==> config.mk <==
export PLATFORM = sky130hd
export DESIGN_NAME = uhc_chan0_regs
export DESIGN_NICKNAME = d
export VERILOG_FILES = /design/src/inc/uhc_pkg.sv /design/src/inc/uhc_xact_if.sv /design/src/hdl/uhc_chan0_engine.sv /design/src/hdl/uhc_chan0_regs.sv
export SDC_FILE = /design/constraint.sdc
export NUM_CORES = 1
export LEC_CHECK = 0
export BUFFER_PORTS_ARGS = -buffer_cell sky130_fd_sc_hd__buf_2
export CORE_MARGIN = 2
export CORE_UTILIZATION = 51
export CTS_CLUSTER_SIZE = 12
export DETAILED_ROUTE_END_ITERATION = 6
export PLACE_DENSITY = 0.78
export SYNTH_ARGS = -nofsm -noshare
export SYNTH_HDL_FRONTEND = slang
export SYNTH_SLANG_ARGS = --single-unit
==> constraint.sdc <==
create_clock -name pclk -period 3.7 [get_ports pclk]
set_input_delay 0.185 -clock pclk [delete_from_list [all_inputs] [get_ports pclk]]
set_output_delay 0.185 -clock pclk [all_outputs]
set_load 0.05 [all_outputs]
==> src/inc/uhc_pkg.sv <==
package uhc_pkg;
   // -------------------------------------------------------------
   // Bus geometry and register indices (byte address is index * 4).
   // -------------------------------------------------------------
   localparam int unsigned ADDR_W     = 12;
   localparam int unsigned DATA_W     = 32;
   localparam logic [9:0]  IDX_CTRL   = 10'h180;
   localparam logic [9:0]  IDX_TOKEN  = 10'h181;
   localparam logic [9:0]  IDX_PKT    = 10'h183;
   localparam logic [9:0]  IDX_BUDGET = 10'h186;
   localparam logic [9:0]  IDX_HUB    = 10'h188;
   localparam logic [9:0]  IDX_TARGET = 10'h189;
   localparam logic [9:0]  IDX_ASSIST = 10'h18b;
   localparam logic [9:0]  IDX_PLAN   = 10'h18c;
   // -------------------------------------------------------------
   // Field positions.
   // -------------------------------------------------------------
   localparam int unsigned KIND_LSB  = 6;
   localparam int unsigned HUB_LSB   = 4;
   localparam int unsigned FUNC_LSB  = 4;
   localparam int unsigned STAGE_LSB = 4;
   localparam int unsigned PLAN_IN   = 1;
   // -------------------------------------------------------------
   // Encodings, reset values and sizes.
   // -------------------------------------------------------------
   localparam logic [1:0]  KIND_SETUP  = 2'h0;
   localparam logic [1:0]  KIND_OUT    = 2'h1;
   localparam logic [1:0]  KIND_IN     = 2'h2;
   localparam logic [1:0]  STG_IDLE    = 2'h0;
   localparam logic [1:0]  STG_SETUP   = 2'h1;
   localparam logic [1:0]  STG_DATA    = 2'h2;
   localparam logic [1:0]  STG_STATUS  = 2'h3;
   localparam logic [6:0]  SETUP_LEN   = 7'h08;
   localparam logic [6:0]  RST_PKT     = 7'h00;
   localparam logic [15:0] RST_BUDGET  = 16'h0000;
   localparam logic [3:0]  RST_NIBBLE  = 4'h0;
   localparam logic [2:0]  RST_PORT    = 3'h0;

   typedef enum logic [1:0] {
      UHC_ENG_IDLE = 2'b01,
      UHC_ENG_WAIT = 2'b10
   } uhc_eng_t;
endpackage

==> src/inc/uhc_xact_if.sv <==
`timescale 1ns/10ps
`default_nettype none
interface uhc_xact_if;
   logic        launch;
   logic        assist_go;
   logic [1:0]  kind;
   logic [6:0]  max_pkt;
   logic [15:0] remaining;
   logic        plan_data;
   logic        plan_in;
   logic        done;
   logic        ok;
   logic [6:0]  bytes;
   logic        tok_valid;
   logic [1:0]  tok_kind;
   logic [6:0]  tok_len;
   logic [1:0]  stage;
   logic        launch_clr;
   logic        assist_clr;
   logic        dec;
   logic [6:0]  dec_bytes;

   modport regs (output launch, assist_go, kind, max_pkt, remaining, plan_data, plan_in,
                 done, ok, bytes,
                 input tok_valid, tok_kind, tok_len, stage, launch_clr, assist_clr, dec,
                 dec_bytes);
   modport eng (input launch, assist_go, kind, max_pkt, remaining, plan_data, plan_in,
                done, ok, bytes,
                output tok_valid, tok_kind, tok_len, stage, launch_clr, assist_clr, dec,
                dec_bytes);
endinterface
`default_nettype wire

==> src/hdl/uhc_chan0_engine.sv <==
`timescale 1ns/10ps
`default_nettype none
module uhc_chan0_engine
(
   input  wire logic pclk,
   input  wire logic presetn,
   uhc_xact_if.eng   x
);
   typedef struct packed {
      uhc_pkg::uhc_eng_t st;
      logic [1:0]        stage;
      logic              tok_valid;
      logic [1:0]        tok_kind;
      logic [6:0]        tok_len;
      logic              launch_clr;
      logic              assist_clr;
      logic              dec;
      logic [6:0]        dec_bytes;
   } uhc_eng_state_t;

   uhc_eng_state_t q;
   uhc_eng_state_t d;

   function automatic logic [6:0] plain_len(input logic [1:0] k, input logic [6:0] mps,
                                            input logic [15:0] rem);
      logic [6:0] r;
      r = mps;
      if (k == uhc_pkg::KIND_SETUP)
         r = uhc_pkg::SETUP_LEN;
      else if (k == uhc_pkg::KIND_OUT && rem < {9'h000, mps})
         r = rem[6:0]; // RULE9
      return r;
   endfunction

   // -------------------------------------------------------------
   // Transaction sequencing.
   // -------------------------------------------------------------
   always_comb
   begin
      logic [1:0] dkind;
      logic [1:0] skind;
      dkind = x.plan_in ? uhc_pkg::KIND_IN : uhc_pkg::KIND_OUT;
      skind = (x.plan_data && !x.plan_in) ? uhc_pkg::KIND_IN : uhc_pkg::KIND_OUT;
      if (!x.plan_data)
         skind = uhc_pkg::KIND_IN;
      d = q;
      d.tok_valid = 1'b0;
      d.launch_clr = 1'b0;
      d.assist_clr = 1'b0;
      d.dec = 1'b0;
      unique case (q.st)
         uhc_pkg::UHC_ENG_IDLE:
         begin
            // A clear pulse still in flight means the register bit is stale for one cycle.
            if (x.assist_go && !q.assist_clr)
            begin
               d.stage = uhc_pkg::STG_SETUP; // RULE16
               d.tok_kind = uhc_pkg::KIND_SETUP; // RULE3
               d.tok_len = uhc_pkg::SETUP_LEN;
               d.tok_valid = 1'b1;
               d.st = uhc_pkg::UHC_ENG_WAIT;
            end
            else if (x.launch && !q.launch_clr && !q.assist_clr)
            begin
               d.tok_kind = x.kind; // RULE1
               d.tok_len = plain_len(x.kind, x.max_pkt, x.remaining);
               d.tok_valid = 1'b1; // RULE15
               d.st = uhc_pkg::UHC_ENG_WAIT;
            end
         end
         uhc_pkg::UHC_ENG_WAIT:
         begin
            if (x.done)
            begin
               d.st = uhc_pkg::UHC_ENG_IDLE;
               if (!x.ok)
               begin
                  d.launch_clr = 1'b1;
                  d.assist_clr = q.stage != uhc_pkg::STG_IDLE;
               end
               else if (q.stage != uhc_pkg::STG_IDLE)
               begin
                  if (q.stage == uhc_pkg::STG_STATUS)
                  begin
                     d.stage = uhc_pkg::STG_IDLE;
                     d.assist_clr = 1'b1;
                  end
                  else if (x.assist_go)
                  begin
                     d.st = uhc_pkg::UHC_ENG_WAIT;
                     d.tok_valid = 1'b1;
                     if (q.stage == uhc_pkg::STG_SETUP && x.plan_data)
                     begin
                        d.stage = uhc_pkg::STG_DATA; // RULE16
                        d.tok_kind = dkind;
                        d.tok_len = x.max_pkt;
                     end
                     else
                     begin
                        d.stage = uhc_pkg::STG_STATUS; // RULE16
                        d.tok_kind = skind;
                        d.tok_len = 7'h00;
                     end
                  end
               end
               else
               begin
                  d.dec = 1'b1; // RULE8
                  d.dec_bytes = x.bytes;
                  if (q.tok_kind == uhc_pkg::KIND_SETUP || x.remaining <= {9'h000, x.bytes}
                      || x.bytes < x.max_pkt)
                     d.launch_clr = 1'b1;
                  else if (x.launch)
                  begin
                     d.st = uhc_pkg::UHC_ENG_WAIT;
                     d.tok_valid = 1'b1;
                     d.tok_len = plain_len(q.tok_kind, x.max_pkt,
                                           x.remaining - {9'h000, x.bytes});
                  end
               end
            end
         end
      endcase
   end

   always_ff @(posedge pclk or negedge presetn)
   begin
      if (!presetn)
         q <= '{st: uhc_pkg::UHC_ENG_IDLE, stage: uhc_pkg::STG_IDLE, tok_kind: uhc_pkg::KIND_SETUP,
                default: '0};
      else
         q <= d;
   end

   assign x.tok_valid = q.tok_valid;
   assign x.tok_kind = q.tok_kind;
   assign x.tok_len = q.tok_len;
   assign x.stage = q.stage;
   assign x.launch_clr = q.launch_clr;
   assign x.assist_clr = q.assist_clr;
   assign x.dec = q.dec;
   assign x.dec_bytes = q.dec_bytes;
endmodule // uhc_chan0_engine
`default_nettype wire

==> src/hdl/uhc_chan0_regs.sv <==
`timescale 1ns/10ps
`default_nettype none
// Contract
// RULE1: Kind field 00 issues SETUP, 01 issues OUT, 10 issues IN.
// RULE2: Software never writes kind value 11.
// RULE3: With assist go set and running, the kind field is ignored.
// RULE4: Software may leave the kind field unset when assist is used.
// RULE5: Packet limit is seven bits 6..0; bit 7 reserved.
// RULE6: Software sets packet limit 8, 16, 32 or 64 per speed.
// RULE7: Byte budget is a sixteen-bit count, up to 65535 bytes.
// RULE8: After launch, the byte budget updates on each normal completion.
// RULE9: OUT launched with zero budget sends one zero-length packet.
// RULE10: Software may leave budget unset for SETUP or assisted transfers.
// RULE11: Hub route bits 7..4 hold the hub address 0 to 15.
// RULE12: Hub route bits 2..0 hold the hub port 0 to 7; bit 3 reserved.
// RULE13: Target route bits 7..4 hold the function address 0 to 15.
// RULE14: Target route bits 3..0 hold the endpoint index 0 to 15.
// RULE15: Writing launch one starts, zero stops; it reads back running.
// RULE16: Assist go steps setup, optional data and status stages itself.
// RULE17: Each normal completion subtracts the bytes moved, stopping at zero.
module uhc_chan0_regs
(
   input  wire logic        pclk,
   input  wire logic        presetn,
   input  wire logic        psel,
   input  wire logic        penable,
   input  wire logic        pwrite,
   input  wire logic [11:0] paddr,
   input  wire logic [31:0] pwdata,
   output logic      [31:0] prdata,
   output logic             pready,
   output logic             pslverr,
   output logic             tok_valid,
   output logic      [1:0]  tok_kind,
   output logic      [6:0]  tok_len,
   output logic      [3:0]  tok_hub_addr,
   output logic      [2:0]  tok_hub_port,
   output logic      [3:0]  tok_func_addr,
   output logic      [3:0]  tok_endpoint,
   input  wire logic        xact_done,
   input  wire logic        xact_ok,
   input  wire logic [6:0]  xact_bytes
);
   // -------------------------------------------------------------
   // State.
   // -------------------------------------------------------------
   typedef struct packed {
      logic [31:0] prdata;
      logic        pready;
      logic        pslverr;
      logic        launch;
      logic        assist_go;
      logic [1:0]  kind;
      logic [6:0]  max_pkt;
      logic [15:0] budget;
      logic [3:0]  hub_addr;
      logic [2:0]  hub_port;
      logic [3:0]  func_addr;
      logic [3:0]  endpoint;
      logic        plan_data;
      logic        plan_in;
   } uhc_regs_state_t;

   uhc_regs_state_t q;
   uhc_regs_state_t d;
   uhc_xact_if      x ();

   logic [9:0]  idx;
   logic        hit;
   logic [31:0] rd;
   logic        wr;

   assign idx = paddr[11:2];

   // -------------------------------------------------------------
   // Read decode.
   // -------------------------------------------------------------
   always_comb
   begin
      hit = 1'b1;
      rd = 32'h0000_0000;
      unique case (idx)
         uhc_pkg::IDX_CTRL:
            rd[0] = q.launch; // RULE15
         uhc_pkg::IDX_TOKEN:
            rd[uhc_pkg::KIND_LSB +: 2] = q.kind;
         uhc_pkg::IDX_PKT:
            rd[6:0] = q.max_pkt; // RULE5
         uhc_pkg::IDX_BUDGET:
            rd[15:0] = q.budget; // RULE7
         uhc_pkg::IDX_HUB:
         begin
            rd[uhc_pkg::HUB_LSB +: 4] = q.hub_addr; // RULE11
            rd[2:0] = q.hub_port; // RULE12
         end
         uhc_pkg::IDX_TARGET:
         begin
            rd[uhc_pkg::FUNC_LSB +: 4] = q.func_addr; // RULE13
            rd[3:0] = q.endpoint; // RULE14
         end
         uhc_pkg::IDX_ASSIST:
         begin
            rd[0] = q.assist_go;
            rd[uhc_pkg::STAGE_LSB +: 2] = x.stage;
         end
         uhc_pkg::IDX_PLAN:
         begin
            rd[0] = q.plan_data;
            rd[uhc_pkg::PLAN_IN] = q.plan_in;
         end
         default:
            hit = 1'b0;
      endcase
   end

   // -------------------------------------------------------------
   // Next state.
   // -------------------------------------------------------------
   always_comb
   begin
      d = q;
      wr = psel && penable && q.pready && pwrite && !q.pslverr;
      d.pready = psel && !penable;
      d.pslverr = psel && !penable && (!hit || paddr[1:0] != 2'h0);
      d.prdata = (psel && !penable && !pwrite && hit) ? rd : 32'h0000_0000;
      if (x.launch_clr)
         d.launch = 1'b0;
      if (x.assist_clr)
         d.assist_go = 1'b0;
      if (x.dec)
         d.budget = (q.budget > {9'h000, x.dec_bytes})
                    ? q.budget - {9'h000, x.dec_bytes} : 16'h0000; // RULE17
      if (wr)
      begin
         unique case (idx)
            uhc_pkg::IDX_CTRL:
               d.launch = pwdata[0]; // RULE15
            uhc_pkg::IDX_TOKEN:
               d.kind = pwdata[uhc_pkg::KIND_LSB +: 2];
            uhc_pkg::IDX_PKT:
               d.max_pkt = pwdata[6:0]; // RULE5
            uhc_pkg::IDX_BUDGET:
               d.budget = pwdata[15:0]; // RULE7
            uhc_pkg::IDX_HUB:
            begin
               d.hub_addr = pwdata[uhc_pkg::HUB_LSB +: 4]; // RULE11
               d.hub_port = pwdata[2:0]; // RULE12
            end
            uhc_pkg::IDX_TARGET:
            begin
               d.func_addr = pwdata[uhc_pkg::FUNC_LSB +: 4]; // RULE13
               d.endpoint = pwdata[3:0]; // RULE14
            end
            uhc_pkg::IDX_ASSIST:
               d.assist_go = pwdata[0]; // RULE16
            uhc_pkg::IDX_PLAN:
            begin
               d.plan_data = pwdata[0];
               d.plan_in = pwdata[uhc_pkg::PLAN_IN];
            end
            default:
               d.launch = d.launch;
         endcase
      end
   end

   always_ff @(posedge pclk or negedge presetn)
   begin
      if (!presetn)
         q <= '{kind: uhc_pkg::KIND_SETUP, max_pkt: uhc_pkg::RST_PKT,
                budget: uhc_pkg::RST_BUDGET, hub_addr: uhc_pkg::RST_NIBBLE,
                hub_port: uhc_pkg::RST_PORT, func_addr: uhc_pkg::RST_NIBBLE,
                endpoint: uhc_pkg::RST_NIBBLE, default: '0};
      else
         q <= d;
   end

   // -------------------------------------------------------------
   // Transaction engine.
   // -------------------------------------------------------------
   assign x.launch = q.launch;
   assign x.assist_go = q.assist_go;
   assign x.kind = q.kind;
   assign x.max_pkt = q.max_pkt;
   assign x.remaining = q.budget;
   assign x.plan_data = q.plan_data;
   assign x.plan_in = q.plan_in;
   assign x.done = xact_done;
   assign x.ok = xact_ok;
   assign x.bytes = xact_bytes;

   uhc_chan0_engine u_engine
   (
      .pclk    (pclk),
      .presetn (presetn),
      .x       (x.eng)
   );

   assign prdata = q.prdata;
   assign pready = q.pready;
   assign pslverr = q.pslverr;
   assign tok_valid = x.tok_valid;
   assign tok_kind = x.tok_kind;
   assign tok_len = x.tok_len;
   assign tok_hub_addr = q.hub_addr;
   assign tok_hub_port = q.hub_port;
   assign tok_func_addr = q.func_addr;
   assign tok_endpoint = q.endpoint;
endmodule // uhc_chan0_regs
`default_nettype wire

==> impl_metrics.yaml <==
drt:
  via_per_inst: 6.12
  remaining_drc_errors: 0
  drt_wl_total_mm: 16.2
  antenna_left: 0
  vias: 5164
  dr.pass1.iters: 5
  drt_iter0_drc: 456
  routedWlPerCell_um: 19.2
logic_synthesis:
  yosys_warnings: 0
  ys_seq_area_frac: 0.375
  synth-edff-count: 0
  yosysTopAreaCell: "dfrtp_1"
  async_flop_share: 1.00
  yosysUniqueCellTypes: 76
  ys_seq_elements: 86
  synth.area.top_cells: "dfrtp_1, ha_1, mux2_2"
  yosysTopAreaCellShare: 0.371
  synthCells: 615
  avgSynthCellArea_um2: 9.33
  netlist_area_mm2: 0.00574
  synth_flop_cell: "dfrtp_1"
timing:
  worst-slew-pin-transition_ns: 1.08
  period_minus_slack_ns: 3.72
  finalClockSkew_ns: 0.00862
  final.period_utilization: 1.01
  hold_violations: 0
  max_freq_mhz: 269
  tns_ns: -0.0207
  rsz0062_at_grt: "true"
  relSlewSlack: 0.280
  setup_viol: 1
  slew_violations: 0
  layout_setup_ws_ns: -0.0207
worst_hold_path:
  hold_depth: 3
  holdCritPathClass: "input pin to register"
clocking:
  cts_tree: "yes"
  clockRootBuffer: "clkbuf_8"
  numClockSinks: 86
  numCtsBuffers: 9
  cts-htree-levels: 3
  cts_buffer_depth: 2
  clk_latency_ns: 0.37
  path_clk_slew_ns: 0.09
critical_path:
  worstSetupPathDepth: 15
  path_cells: "ha_1, nor2b_4, o31a_1, o21a_1, nor2_2, xnor2_2, ha_2, nor3b_2, o2111ai_2, a2111oi_2, o2111a_1, nand4_4, mux2_4, a221oi_2, a21oi_1"
  start_kind: "register"
  rr_worst_depth: 15
  worst_ep_required_time_ns: 3.93
  cpMaxStageDelayCell: "dfrtp_1"
  crit_fanout: 5
  arrival_ns: 3.95
  worst-path-buf-inv: 0
  worstSetupPathType: "register to register"
  max_stage_delay_ns: 0.40
  endpoint_kind: "register"
  cp_top_family: "compound AO/OA/AOI/OAI gates"
power:
  power_density_mw_per_mm2: 612
  power_mw: 4.00
  seq_power_share: 0.316
  p_int_mw: 2.28
  p_sw_frac: 0.430
  switchingPower_mw: 1.72
  p_leak_nw: 3.16
  power_frac_clock: 0.175
  combPwrFrac: 0.508
  vdd_ir_drop_max_mv: 0.392
grt:
  grt_util_all_layers: 0.274
  antenna_found_initial: 0
  grt_max_degree: 87
  overflow: 0
  grt_pass1_vias: 4882
  grt_pass1_wl_mm: 25.2
placement:
  portBuffers: 84
  dpl_cell_area_mm2: 0.00625
  place.gp.congestion: 0.970
  dp_hpwl_mm: 12.1
  place_ws_ns: -0.160
final_layout:
  drive_gt1_frac: 0.268
  layout.nets: 791
  design_area_mm2: 0.00653
  area_growth_pct: 13.8
  diodes: 0
  post-route-util: 0.600
floorplan:
  dieHeight_um: 110
  core-area_mm2: 0.0109
  std_cell_rows: 38
  die_area_mm2: 0.0121
  dieWidth_um: 110
  initial_core_util: 0.527
  ioPinCount: 117
status:
  status: "finished, violations left"
  violations: "setup timing"
run:
  maxCapViolations: 0
final timing paths:
| check | start | endpoint | slack, ns |
|---|---|---|---|
| max in group asynchronous | presetn | tok_endpoint[1] | 3.00 |
| worst min register to register | u_engine.x.tok_len[3] | u_engine.x.tok_len[3] | 0.53 |
| worst max-delay path | x.remaining[2] | u_engine.x.tok_len[5] | -0.02 |
| worst max register to register | x.remaining[2] | u_engine.x.tok_len[5] | -0.02 |
| worst min-delay path | pwdata[12] | x.remaining[12] | 0.02 |
| min in group asynchronous | presetn | prdata[10] | 0.03 |
placed cells by master, fill, tap and decap left out, types with 15 or more instances in the layout:
cell type / instances
dfrtp_1: 85
buf_2: 83
nor2_1: 60
nand2_1: 44
inv_1: 40
o21ai_0: 35
mux2_2: 33
a21oi_1: 30
ha_1: 30
buf_4: 24
conb_1: 16
mux2i_1: 15
logic make-up after synthesis:
logic type	share of synthesized area
buffers and inverters	0.0828
muxes	0.0929
and+or+nand+nor	0.165
AOI/OAI and AO/OA	0.182
adders and majority gates	0.0767
other	0.000653
xor gates and xnor gates	0.0244
DFF	0.375
repair_timing:
action / CTS / global route
pin swaps: 0 / 12
gates resized for setup: 3 / 13
endpoints found under the hold margin: 0 / 0
setup endpoints to repair: 7 / 7
buffers inserted: 0 / 1
cloned: 0 / 0
hold buffers: 0 / 0
sequential cells by signal, indices dropped and copies added, names as in the netlist, 2 cells and up:
name / cells
prdata: 16
u_engine.x.stage: 2
tok_endpoint: 4
u_engine.x.tok_len: 7
tok_hub_addr: 4
tok_hub_port: 3
u_engine.x.dec_bytes: 7
u_engine.q: 2
u_engine.x.tok_kind: 2
tok_func_addr: 4
x.remaining: 16
x.kind: 2
x.max_pkt: 7
layer usage:
layer	up-vias	track usage	share of wire
li1	2342	-	-
met1	2518	0.376	0.41
met2	273	0.435	0.47
met3	31	0.0500	0.093
met4	0	0.0967	0.023
met5	-	0	0
worst register-to-register path: cells and delay by family, from the launching register on:
| family | cells | cell delay, ns |
|---|---|---|
| AOI/OAI and AO/OA | 7 | 1.51 |
| and+or+nand+nor | 4 | 0.67 |
| adders and majority gates | 2 | 0.56 |
| DFF | 1 | 0.40 |
| muxes | 1 | 0.35 |
| xor gates and xnor gates | 1 | 0.10 |
Yosys cell counts, types with 11 or more instances:
library cell,number
a21oi_1,30
and2_1,12
buf_4,26
clkbuf_1,17
dfrtp_1,85
ha_1,32
inv_1,41
mux2_2,34
mux2i_1,15
nand2_1,44
nor2_1,61
nor3_1,11
o21ai_0,35
xnor2_1,13
power by group through the flow:
stage	Sequential (mW)	Clock, mW	Combinational, mW
2_1_floorplan	1.23	0	1.38
3_3_place_gp	1.27	0	1.83
3_5_place_dp	1.28	0	1.90
4_1_cts	1.26	0.705	1.93
5_1_grt	1.28	0.744	2.22
6_report	1.27	0.702	2.03
final cells by class:
cell class / instances / area, um^2
Sequential cell: 86 / 2150
Tap cell: 140 / 175
Inverter: 41 / 154
Clock inverter: 6 / 70.1
Multi-Input combinational cell: 453 / 3240
Clock buffer: 10 / 138
Timing Repair Buffer: 108 / 607
Fill cell: 904 / 4350
stage by stage:
step                cells  hold slack, ns
global route          844          0.0331
detailed placement    827           0.399
finish                844          0.0196
floorplan             630          -0.111
global placement      827           0.389
CTS                   843          0.0158
Power figures use the tool's default switching activity.
